**src/include/pmrc_pkg.sv**
```systemverilog
// pmrc_pkg: register offsets, field positions and reset values for the
// regulator control register slice. assumes a byte-wide register port.
package pmrc_pkg;
  localparam int PMRC_AW = 8;
  localparam int PMRC_DW = 8;
  localparam logic [7:0] PMRC_REG2_VOLT_ADDR = 8'h05;
  localparam logic [7:0] PMRC_REG3_VOLT_ADDR = 8'h06;
  localparam logic [7:0] PMRC_REG4_VOLT_ADDR = 8'h07;
  localparam logic [7:0] PMRC_ILIM_ADDR = 8'h08;
  localparam logic [7:0] PMRC_MODE_EN_ADDR = 8'h09;
  localparam logic [7:0] PMRC_STEP_UP_EN_ADDR = 8'h0A;
  localparam logic [7:0] PMRC_VOLT_RST = 8'h00;
  localparam logic [7:0] PMRC_ILIM_RST = 8'h55;
  localparam logic [7:0] PMRC_MODE_EN_RST = 8'h00;
  localparam logic [7:0] PMRC_STEP_UP_EN_RST = 8'h00;
  // writable bits; others read as zero
  localparam logic [7:0] PMRC_VOLT_MASK = 8'h7F;
  localparam logic [7:0] PMRC_ILIM_MASK = 8'h55;
  localparam logic [7:0] PMRC_MODE_EN_MASK = 8'hDF;
  localparam int PMRC_STEP_UP_MODE_BIT = 7;
  localparam int PMRC_STEP_DOWN_MODE_BIT = 6;
  localparam int PMRC_STEP_DOWN_EN_BIT = 4;
  localparam int PMRC_SLOT_W = 3;
  localparam logic [2:0] PMRC_SLOT_BUS = 3'h0;
  // voltage code map: mv = base + step * (code - first)
  localparam logic [6:0] PMRC_VCODE_DEFAULT = 7'h00;
  localparam logic [6:0] PMRC_VCODE_FIRST = 7'h0F;
  localparam logic [6:0] PMRC_VCODE_LAST = 7'h73;
  localparam int PMRC_VBASE_MV = 800;
  localparam int PMRC_VSTEP_MV = 25;
  localparam logic [11:0] PMRC_ILIM_LOW_MA = 12'h096;
  localparam logic [11:0] PMRC_ILIM_HIGH_MA = 12'h168;

  typedef struct packed {
    logic step_up_force_pwm;
    logic step_down_force_pwm;
    logic step_up_on;
    logic step_down_on;
    logic [3:0] regulator_on;
  } pmrc_rail_ctrl_s;

  typedef struct packed {
    logic [PMRC_SLOT_W-1:0] step_down;
    logic [3:0][PMRC_SLOT_W-1:0] regulator;
  } pmrc_slots_s;
endpackage

```
**src/verilog/pmrc_regs.sv**
```systemverilog
`timescale 1ns/1ns
// pmrc_regs: regulator control register slice (voltage codes, current
// limits, converter modes and enables) of a multi-rail power device.
// assumes a byte-wide register port from the serial interface, one
// cycle strobes, and slot fields supplied by the sequencing registers.
//
// Behaviour
// - regulator target is 0.800 V plus 25 mV per code above 0x0F
// - code zero selects default; 0x01-0x0E, 0x74-0x7F reserved, host avoids
// - current limit bits 6,4,2,0: 150 mA clear, 360 mA set, reset one
// - enable register bit 7: step-up auto PFM/PWM or forced PWM
// - enable register bit 6: step-down auto PFM/PWM or forced PWM
// - step-down enable bit 4 acts only while its slot field is 000
// - regulator enable bits 3..0 act only while their slot field is 000
// - step-up enable register holds eight RW bits, reset to zero
// - slot 000 hands control to the bus bit; 1..7 are power-up slots
module pmrc_regs #(
  parameter int NUM_VREG = 3
) (
  input wire logic clk,
  input wire logic rst,
  input wire logic wr_en,
  input wire logic rd_en,
  input wire logic [pmrc_pkg::PMRC_AW-1:0] addr,
  input wire logic [pmrc_pkg::PMRC_DW-1:0] wdata,
  output logic [pmrc_pkg::PMRC_DW-1:0] rdata,
  output logic rd_hit,
  input wire pmrc_pkg::pmrc_slots_s slots,
  input wire pmrc_pkg::pmrc_rail_ctrl_s seq_ctrl,
  output pmrc_pkg::pmrc_rail_ctrl_s rail_ctrl,
  output logic [3:0] regulator_current_limit,
  output logic [NUM_VREG-1:0][6:0] regulator_target_voltage,
  output logic [NUM_VREG-1:0][11:0] regulator_target_mv,
  output logic [NUM_VREG-1:0] regulator_use_default,
  output logic reserved_code_seen
);
  import pmrc_pkg::*;

  if (NUM_VREG != 3) begin : g_bad_count
    $error("pmrc_regs: NUM_VREG must be 3");
  end

  logic [NUM_VREG-1:0][6:0] vout_ff;
  logic [7:0] ilim_ff;
  logic [7:0] mode_en_ff;
  logic [7:0] step_up_en_ff;
  logic [NUM_VREG-1:0] vres;
  logic reserved_ff;
  logic [NUM_VREG-1:0] vwr_hit;
  logic [7:0] nxt_rdata;
  logic nxt_rd_hit;

  // voltage registers sit at consecutive offsets from regulator 2
  for (genvar i = 0; i < NUM_VREG; i++) begin : g_vreg
    assign vwr_hit[i] = wr_en &&
      (addr == 8'(PMRC_REG2_VOLT_ADDR + 8'(i)));

    always_ff @(posedge clk or posedge rst) begin
      if (rst) begin
        vout_ff[i] <= PMRC_VOLT_RST[6:0];
      end else if (vwr_hit[i]) begin
        vout_ff[i] <= wdata[6:0];
      end
    end

    pmrc_vcode u_vcode (
      .code(vout_ff[i]),
      .target_mv(regulator_target_mv[i]),
      .use_default(regulator_use_default[i]),
      .reserved(vres[i])
    );
  end

  assign regulator_target_voltage = vout_ff;

  always_ff @(posedge clk or posedge rst) begin
    if (rst) begin
      ilim_ff <= PMRC_ILIM_RST;
    end else if (wr_en && addr == PMRC_ILIM_ADDR) begin
      ilim_ff <= wdata & PMRC_ILIM_MASK;
    end
  end

  assign regulator_current_limit = {ilim_ff[6], ilim_ff[4], ilim_ff[2],
                                    ilim_ff[0]};

  always_ff @(posedge clk or posedge rst) begin
    if (rst) begin
      mode_en_ff <= PMRC_MODE_EN_RST;
    end else if (wr_en && addr == PMRC_MODE_EN_ADDR) begin
      mode_en_ff <= wdata & PMRC_MODE_EN_MASK;
    end
  end

  always_ff @(posedge clk or posedge rst) begin
    if (rst) begin
      step_up_en_ff <= PMRC_STEP_UP_EN_RST;
    end else if (wr_en && addr == PMRC_STEP_UP_EN_ADDR) begin
      step_up_en_ff <= wdata;
    end
  end

  // registered note of any reserved code now held; clears once none is held
  always_ff @(posedge clk or posedge rst) begin
    if (rst) begin
      reserved_ff <= 1'b0;
    end else begin
      reserved_ff <= |vres;
    end
  end

  assign reserved_code_seen = reserved_ff;

  // rail outputs registered so the analog side never sees decode glitches
  always_ff @(posedge clk or posedge rst) begin
    if (rst) begin
      rail_ctrl <= '0;
    end else begin
      rail_ctrl.step_up_force_pwm <= mode_en_ff[PMRC_STEP_UP_MODE_BIT];
      rail_ctrl.step_down_force_pwm <= mode_en_ff[PMRC_STEP_DOWN_MODE_BIT];
      rail_ctrl.step_up_on <= |step_up_en_ff;
      if (slots.step_down == PMRC_SLOT_BUS) begin
        rail_ctrl.step_down_on <= mode_en_ff[PMRC_STEP_DOWN_EN_BIT];
      end else begin
        rail_ctrl.step_down_on <= seq_ctrl.step_down_on;
      end
      for (int r = 0; r < 4; r++) begin
        if (slots.regulator[r] == PMRC_SLOT_BUS) begin
          rail_ctrl.regulator_on[r] <= mode_en_ff[r];
        end else begin
          rail_ctrl.regulator_on[r] <= seq_ctrl.regulator_on[r];
        end
      end
    end
  end

  always_comb begin
    nxt_rdata = 8'h00;
    nxt_rd_hit = 1'b1;
    case (addr)
      PMRC_REG2_VOLT_ADDR: nxt_rdata = {1'b0, vout_ff[0]};
      PMRC_REG3_VOLT_ADDR: nxt_rdata = {1'b0, vout_ff[1]};
      PMRC_REG4_VOLT_ADDR: nxt_rdata = {1'b0, vout_ff[2]};
      PMRC_ILIM_ADDR: nxt_rdata = ilim_ff;
      PMRC_MODE_EN_ADDR: nxt_rdata = mode_en_ff;
      PMRC_STEP_UP_EN_ADDR: nxt_rdata = step_up_en_ff;
      default: nxt_rd_hit = 1'b0;
    endcase
  end

  // read data held until the next read
  always_ff @(posedge clk or posedge rst) begin
    if (rst) begin
      rdata <= 8'h00;
      rd_hit <= 1'b0;
    end else if (rd_en) begin
      rdata <= nxt_rdata;
      rd_hit <= nxt_rd_hit;
    end
  end
endmodule

```
**src/verilog/pmrc_vcode.sv**
```systemverilog
`timescale 1ns/1ns
// pmrc_vcode: decodes one 7-bit regulator voltage code into millivolts.
// assumes the code comes from a register; purely combinational.
module pmrc_vcode (
  input wire logic [6:0] code,
  output logic [11:0] target_mv,
  output logic use_default,
  output logic reserved
);
  import pmrc_pkg::*;

  logic [11:0] offs;

  always_comb begin
    offs = 12'(code - PMRC_VCODE_FIRST);
    use_default = (code == PMRC_VCODE_DEFAULT);
    reserved = !use_default &&
               ((code < PMRC_VCODE_FIRST) || (code > PMRC_VCODE_LAST));
    if (use_default || reserved) begin
      target_mv = 12'h000;
    end else begin
      target_mv = 12'(PMRC_VBASE_MV) + 12'(offs * 12'(PMRC_VSTEP_MV));
    end
  end
endmodule
```
**config.mk**
```make
export PLATFORM = sky130hd
export DESIGN_NAME = pmrc_regs
export DESIGN_NICKNAME = d
export VERILOG_FILES = /design/src/include/pmrc_pkg.sv /design/src/verilog/pmrc_regs.sv /design/src/verilog/pmrc_vcode.sv
export SDC_FILE = /design/constraint.sdc
export NUM_CORES = 1
export LEC_CHECK = 0
export BUFFER_PORTS_ARGS = -buffer_cell sky130_fd_sc_hd__buf_2
export CAP_MARGIN = 20
export CORE_MARGIN = 2
export CORE_UTILIZATION = 50
export DETAILED_ROUTE_END_ITERATION = 16
export GPL_TIMING_DRIVEN = 0
export PLACE_DENSITY = 0.85
export SYNTH_ARGS = -nofsm -noshare
export SYNTH_HDL_FRONTEND = slang
export SYNTH_SLANG_ARGS = --single-unit
```
**constraint.sdc**
```tcl
create_clock -name clk -period 3.3 [get_ports clk]
set_input_delay 0.33 -clock clk [delete_from_list [all_inputs] [get_ports clk]]
set_output_delay 0.33 -clock clk [all_outputs]
set_load 0.1 [all_outputs]
```
==> results of run 1 <==
-- metal layers --
metal,vias up,routed length [µm]
met5,-,0
met4,0,539
met3,51,891
met2,206,9439
met1,2414,6517
li1,2204,-
-- placed cells by master, fill, tap and decap left out, types with 18 or more instances in the layout --
master,Yosys,routed
buf_12,0,20
ha_4,0,46
buf_4,6,73
ha_1,66,20
inv_1,57,33
dfrtp_1,54,38
mux2_1,32,32
inv_2,0,18
nor2_1,44,20
buf_2,10,106
-- report_power, final --
part	switching, W	internal [W]	total, W
logic	0.00221	0.00158	0.00379
registers	0.0000435	0.000752	0.000795
clock network	0.000297	0.000443	0.000740
total	0.00255	0.00278	0.00533
-- registers in the layout, summed over array words and instances (netlist names) --
signal                    count
ilim_ff                       4
mode_en_ff                    7
rdata                         8
step_up_en_ff                 8
regulator_target_voltage     21
rail_ctrl                     8
reserved_code_seen            1
rd_hit                        1
-- metrics by stage --
stage,std cells,instance area (µm²),utilization [%]
6_report,864,8546,83.15
5_1_grt,864,8546,83.15
4_1_cts,841,8142,79.22
3_5_place_dp,779,6895,67.09
3_3_place_gp,778,6875,66.90
2_1_floorplan,522,6105,-
-- cell type report --
cell class	count	area, µm²
Timing Repair Buffer	191	1449
Sequential cell	58	1476
Clock buffer	11	141.4
Buffer	24	201.4
Clock inverter	5	77.57
Inverter	57	234.0
Fill cell	541	1732
Tap cell	136	170.2
Multi-Input combinational cell	382	4796
-- worst register-to-register path: cells and delay by family (launching register included) --
family	cells	cell delay, ps
compound gates	3	790
buf+inv	3	450
flops	1	470
-- worst paths after layout --
path / startpoint / endpoint / slack [ps] / cells past startpoint
setup / recovery: regulator_target_voltage[8] / regulator_target_mv[22] / -810 / 13
hold / removal: seq_ctrl[1] / rail_ctrl[1] / 220 / 2
setup reg to reg: regulator_target_voltage[8] / rdata[1] / 1440 / 6
hold reg to reg: mode_en_ff[7] / rail_ctrl[7] / 430 / 0
max in group asynchronous: rst / ilim_ff[0] / 2190 / 4
min in group asynchronous: rst / mode_en_ff[6] / 510 / 3
-- timing repair --
item / in CTS / in global routing
pin swaps: 73 / 46
gates resized for setup: 129 / 38
setup buffers: 46 / 23
endpoints found under the hold margin: 14 / 0
gates cloned: 0 / 0
setup endpoints to repair: 21 / 21
hold buffers: 1 / 0
-- synth_stat cells (3+ instances only) --
cell	number	area, µm²
a211oi_1	6	45.04
nand3_4	3	52.55
inv_1	57	214.0
xnor2_1	25	219.0
nand4_1	3	18.77
o21bai_1	6	45.04
and2_1	8	50.05
o22ai_1	8	50.05
nor2b_1	13	81.33
a22oi_1	6	45.04
dfrtp_1	54	1351
a21o_1	7	52.55
buf_6	5	56.30
nor3_1	16	80.08
a21oi_1	6	30.03
nand2_1	14	52.55
o21a_1	5	37.54
and3_1	3	18.77
buf_2	10	50.05
mux2_4	8	120.1
mux2_1	32	360.4
fa_1	12	240.2
nand2b_1	3	18.77
o21ai_0	12	60.06
xor2_1	15	131.4
xor2_2	3	48.80
mux2_2	10	112.6
ha_1	66	825.8
dfstp_2	4	105.1
nand3_1	8	40.04
nor2_1	44	165.2
o31ai_1	6	45.04
mux2i_1	4	40.04
buf_4	6	45.04
a22o_1	10	87.58
-- kinds of logic (layout without fill, tap and decap cells) --
kind of cell,after synthesis,after routing
AOI/OAI and AO/OA,80,80
xor gates and xnor gates,45,45
adders and majority gates,78,78
buffers and inverters,82,288
DFF,58,58
muxes,54,54
and+or+nand+nor,125,125
==> impl_metrics.tcl, run 1 <==
set metrics [dict create \
    dpl.hpwl_um 10540 \
    cp.required_ps 2970 \
    synth_area_mm2 0.005246 \
    synthArstFlopShare_pct 100.0 \
    drive_gt1_share_pct 61.13 \
    setup_viol 18 \
    fmax_mhz 243.1 \
    grt_pass1_vias 4942 \
    antennaDiodeCount 0 \
    syn_to_final_growth_pct 62.89 \
    grt_setup_unrepaired "yes" \
    cts_tree "built" \
    vias 4875 \
    slew_headroom_pct 53.34 \
    path_buf_inv 1 \
    synth_ff_type "dfrtp_1" \
    hold_class "in2reg" \
    groute.usage.overall_pct 27.41 \
    crit_type "reg2out" \
    violations "setup timing" \
    die_h_um 106.4 \
    crit_path_max_incr_delay_ps 610 \
    clkSinkCount 58 \
    worstMarginPinSlew_ps 699.9 \
    seq_area_frac_synth_pct 27.76 \
    wl_per_cell_um 20.12 \
    ir_drop_mv 0.4816 \
    path_common_cell "ha_4" \
    whs_ps 219.9 \
    cp_top_family "adder cells" \
    cts_root_buf "clkbuf_8" \
    met1_usage_pct 31.75 \
    synthXorXnorAreaFrac_pct 8.228 \
    path_cells "ha_4, nand3_4, xor2_4, ha_4, fa_1, ha_4, ha_4, a211oi_4, o21bai_1, a21oi_2, xor2_2, nor2_4, buf_12" \
    drv_cap 0 \
    wl_um 17390 \
    grt-ovfl-total 0 \
    synthSimpleGateAreaFrac_pct 12.74 \
    status "complete, but fails checks" \
    io_buffers 120 \
    met3_usage_pct 3.863 \
    period_share_pct 124.6 \
    synthAdderAreaFrac_pct 20.32 \
    synth-edff-count 0 \
    pre_cts_ws_ps -812.9 \
    grt_pass1_wl_um 24430 \
    syn_inst 522 \
    power.total_w 0.005325 \
    ys_seq_elements 58 \
    grtUsageMet2_pct 52.98 \
    critPathMaxFanout 5 \
    drt_iter0_drc 378 \
    avgSynthCellArea_um2 10.05 \
    grt_busiest_layer "met2" \
    clkSlewWorstSetupHoldPaths_ps 80 \
    final_nets 844 \
    clock_latency_ps 350 \
    yosysWarnings 0 \
    clock_path_buffers 2 \
    ys_types 52 \
    hold_violations 0 \
    core-area_mm2 0.01028 \
    ioPinCount 125 \
    crit_path_end_kind "output pin" \
    p_per_area_mw_per_mm2 623.1 \
    period_needed_ps 4113 \
    cp_data_arrival_time_ps 3780 \
    drc 0 \
    grt_max_degree 42 \
    numCtsBuffers 9 \
    htreeDepth 3 \
    die-area_mm2 0.01133 \
    antenna_left 0 \
    setup_tns_ps -9192 \
    vias_per_cell 5.642 \
    finalMaxSlewViolations 0 \
    synth_top_family_by_area "adder cells" \
    cp_slowest_cell "fa_1" \
    antenna_found_initial 0 \
    place.gp.congestion 0.8353 \
    rows 37 \
    synth_compound_area_share_pct 11.61 \
    synthMuxAreaShare_pct 12.07 \
    die_w_um 106.4 \
    worst_slack_ps -813.0 \
    synth_fp_nets 643 \
    cp-start-kind "flip-flop" \
    firstDrtPassIters 6 \
    power_leakage_nw 3.890 \
    start_util_pct 51.05 \
    skew_ps 14.41 \
]
No activity file was read; power rests on OpenSTA's default activity.
==> inputs of run 2 (changes only) <==
Settings changed: ABC_AREA set to 1, CTS_CLUSTER_DIAMETER set to 50.
==> impl_metrics.tcl, run 2 <==
set metrics [dict create \
    synth_compound_area_share_pct 9.750 \
    power.total_w 0.005374 \
    syn_inst 714 \
    die_w_um 107.5 \
    drv_cap 0 \
    violations "setup timing" \
    wirelength_met1_um 6993 \
    synth_top_area_cell "dfrtp_1" \
    syn_to_final_growth_pct 62.22 \
    cp.required_ps 2970 \
    p_per_area_mw_per_mm2 619.0 \
    io_buffers 120 \
    ys_seq_elements 58 \
    firstDrtPassIters 7 \
    synth_area_mm2 0.005351 \
    drive_gt1_share_pct 53.24 \
    antenna_found_initial 0 \
    antennaDiodeCount 0 \
    antenna_left 0 \
    cts_tree "built" \
    worst_slack_ps -709.7 \
    crit_path_end_kind "output pin" \
    fin_util_pct 83.71 \
    synthXorXnorAreaFrac_pct 4.396 \
    htreeDepth 3 \
    ir_drop_mv 0.4375 \
    cts_root_buf "clkbuf_8" \
    yosysWarnings 0 \
    crit_start "regulator_target_voltage[0]" \
    dpl_cell_area_mm2 0.006885 \
    final_cell_mix "nand2_1 (120), buf_2 (106), buf_4 (73)" \
    drt_iter0_drc 483 \
    grt_pass1_wl_um 26370 \
    synthArstFlopShare_pct 100.0 \
    finalMaxSlewViolations 0 \
    synth_common_cells "nand2_1 (143), inv_1 (105), nor2_1 (73)" \
    wl_per_cell_um 17.47 \
    start_util_pct 51.60 \
    vias 5840 \
    fin_area_mm2 0.008681 \
    grt-ovfl-total 0 \
    synthMuxAreaShare_pct 1.052 \
    setup_viol 18 \
    drc 0 \
    clock_path_buffers 2 \
    largest_reg_flops 21 \
    grt_pass1_vias 5717 \
    avgSynthCellArea_um2 7.495 \
    synth-edff-count 0 \
    dr.max_layer_used "met4" \
    synth_top_family_by_area "simple AND/OR/NAND/NOR gates" \
    r2r_slack_ps 1510 \
    crit_type "reg2out" \
    core-area_mm2 0.01037 \
    synth_top_area_share_pct 25.25 \
    cp_data_arrival_time_ps 3680 \
    die-area_mm2 0.01155 \
    clkSinkCount 58 \
    grt_max_degree 33 \
    period_needed_ps 4010 \
    die_h_um 107.5 \
    reg2reg_depth 7 \
    place.gp.congestion 0.9124 \
    vias_per_cell 5.499 \
    yosysMostFrequentCell "nand2_1" \
    groute.usage.overall_pct 28.93 \
    grt_setup_unrepaired "yes" \
    synthTopCellsByArea "dfrtp_1 (25%), ha_1 (15%), nand2_1 (10%)" \
    power_leakage_nw 4.135 \
    synthSimpleGateAreaFrac_pct 27.26 \
    final_nets 1042 \
    dpl.hpwl_um 10920 \
    ys_types 38 \
    rows 37 \
    r2r-start "regulator_target_voltage[0]" \
    clock_latency_ps 360 \
    cp-start-kind "flip-flop" \
    skew_ps 12.43 \
    synthAdderAreaFrac_pct 19.92 \
    hold_class "in2async" \
    worstMarginPinSlew_ps 572.1 \
    route.met2.wl_um 9837 \
    layout_commonest_cell "nand2_1" \
    synth_fp_nets 835 \
    hold_violations 0 \
    whs_ps 28.73 \
    synth_ff_type "dfrtp_1" \
    seq_area_frac_synth_pct 27.22 \
    period_share_pct 121.5 \
    clkSlewWorstSetupHoldPaths_ps 70 \
    ioPinCount 125 \
    wl_um 18560 \
    numCtsBuffers 9 \
    fillerInstances 581 \
    slew_headroom_pct 61.80 \
    status "complete, but fails checks" \
    fmax_mhz 249.4 \
    met3_length_um 1132 \
    critPathMaxFanout 5 \
]
==> run 2: cell count changes in the layout (fill, tap and decap cells not counted), moves of 9 or more <==
cell     change
a22o_1      -10
inv_1       +33
inv_2       +15
mux2_1      -32
nand2_1    +106
nand2_2     +27
nand3_1     +45
nor2_1      +13
nor2_4      +24
o21ai_1     +46
xnor2_1      -9
==> run 2: power by group <==
part           switching (W)  internal [W]
Clock               0.000297      0.000467
Combinational        0.00235       0.00147
Sequential         0.0000409      0.000752
Total                0.00269       0.00269
==> run 2: worst max-delay path, cell delays in order, from the launching register on <==
cell and delay [ps]:
dfrtp_2 470, ha_4 200, nand3_4 130, xor2_4 190
buf_6 140, xnor2_2 130, fa_1 550, ha_4 230
ha_4 300, nand2_1 100, nand2_1 130, nand3_1 90
nand2_1 110, nor2_2 60, nand3_1 90, nand2_2 80
nor2_4 120, buf_12 180
==> run 2: worst paths after layout <==
path,end
worst min-delay path,step_up_en_ff[1]
max in group asynchronous,ilim_ff[6]
worst max-delay path,regulator_target_mv[11]
min in group clk,rail_ctrl[2]
worst max register to register,reserved_code_seen
worst min register to register,rail_ctrl[6]
==> run 2: metrics by stage <==
step | setup TNS (ps) | setup slack, ps | instances
after floorplan | -10440 | -739.2 | 714
after global placement | -7062 | -550.6 | 970
after detailed placement | -7903 | -590.7 | 971
after CTS | -7353 | -546.0 | 1042
after global routing | -10710 | -783.3 | 1062
final | -8822 | -709.7 | 1062
==> run 2: metal layers <==
metal  vias to the layer above  GRT usage (%)
met5                         -              0
met4                         0          9.066
met3                        66          5.690
met2                       277          52.40
met1                      2791          34.43
li1                       2706              -
==> run 2: what timing repair did <==
| item | CTS | global route |
|---|---|---|
| resized for setup | 150 | 82 |
| buffers inserted | 56 | 21 |
| pin swaps | 64 | 65 |
| setup endpoints to repair | 21 | 21 |
| hold buffers | 0 | 0 |
==> run 2: area by class of cell <==
type / count / area (µm²) / area share [%]
multi-input combinational: 525 / 4662 / 53.70
timing repair buffer: 198 / 1554 / 17.90
sequential: 58 / 1481 / 17.07
inverter: 110 / 440.4 / 5.074
tap: 136 / 170.2 / 1.960
clock buffer: 12 / 155.1 / 1.787
buffer: 19 / 143.9 / 1.658
clock inverter: 4 / 73.82 / 0.8504
==> run 2: kinds of logic after synthesis <==
| kind of cell | count (synthesis) |
|---|---|
| and+or+nand+nor | 319 |
| DFF | 58 |
| muxes | 5 |
| xor gates and xnor gates | 26 |
| buffers and inverters | 131 |
| adders and majority gates | 78 |
| AOI/OAI and AO/OA | 97 |
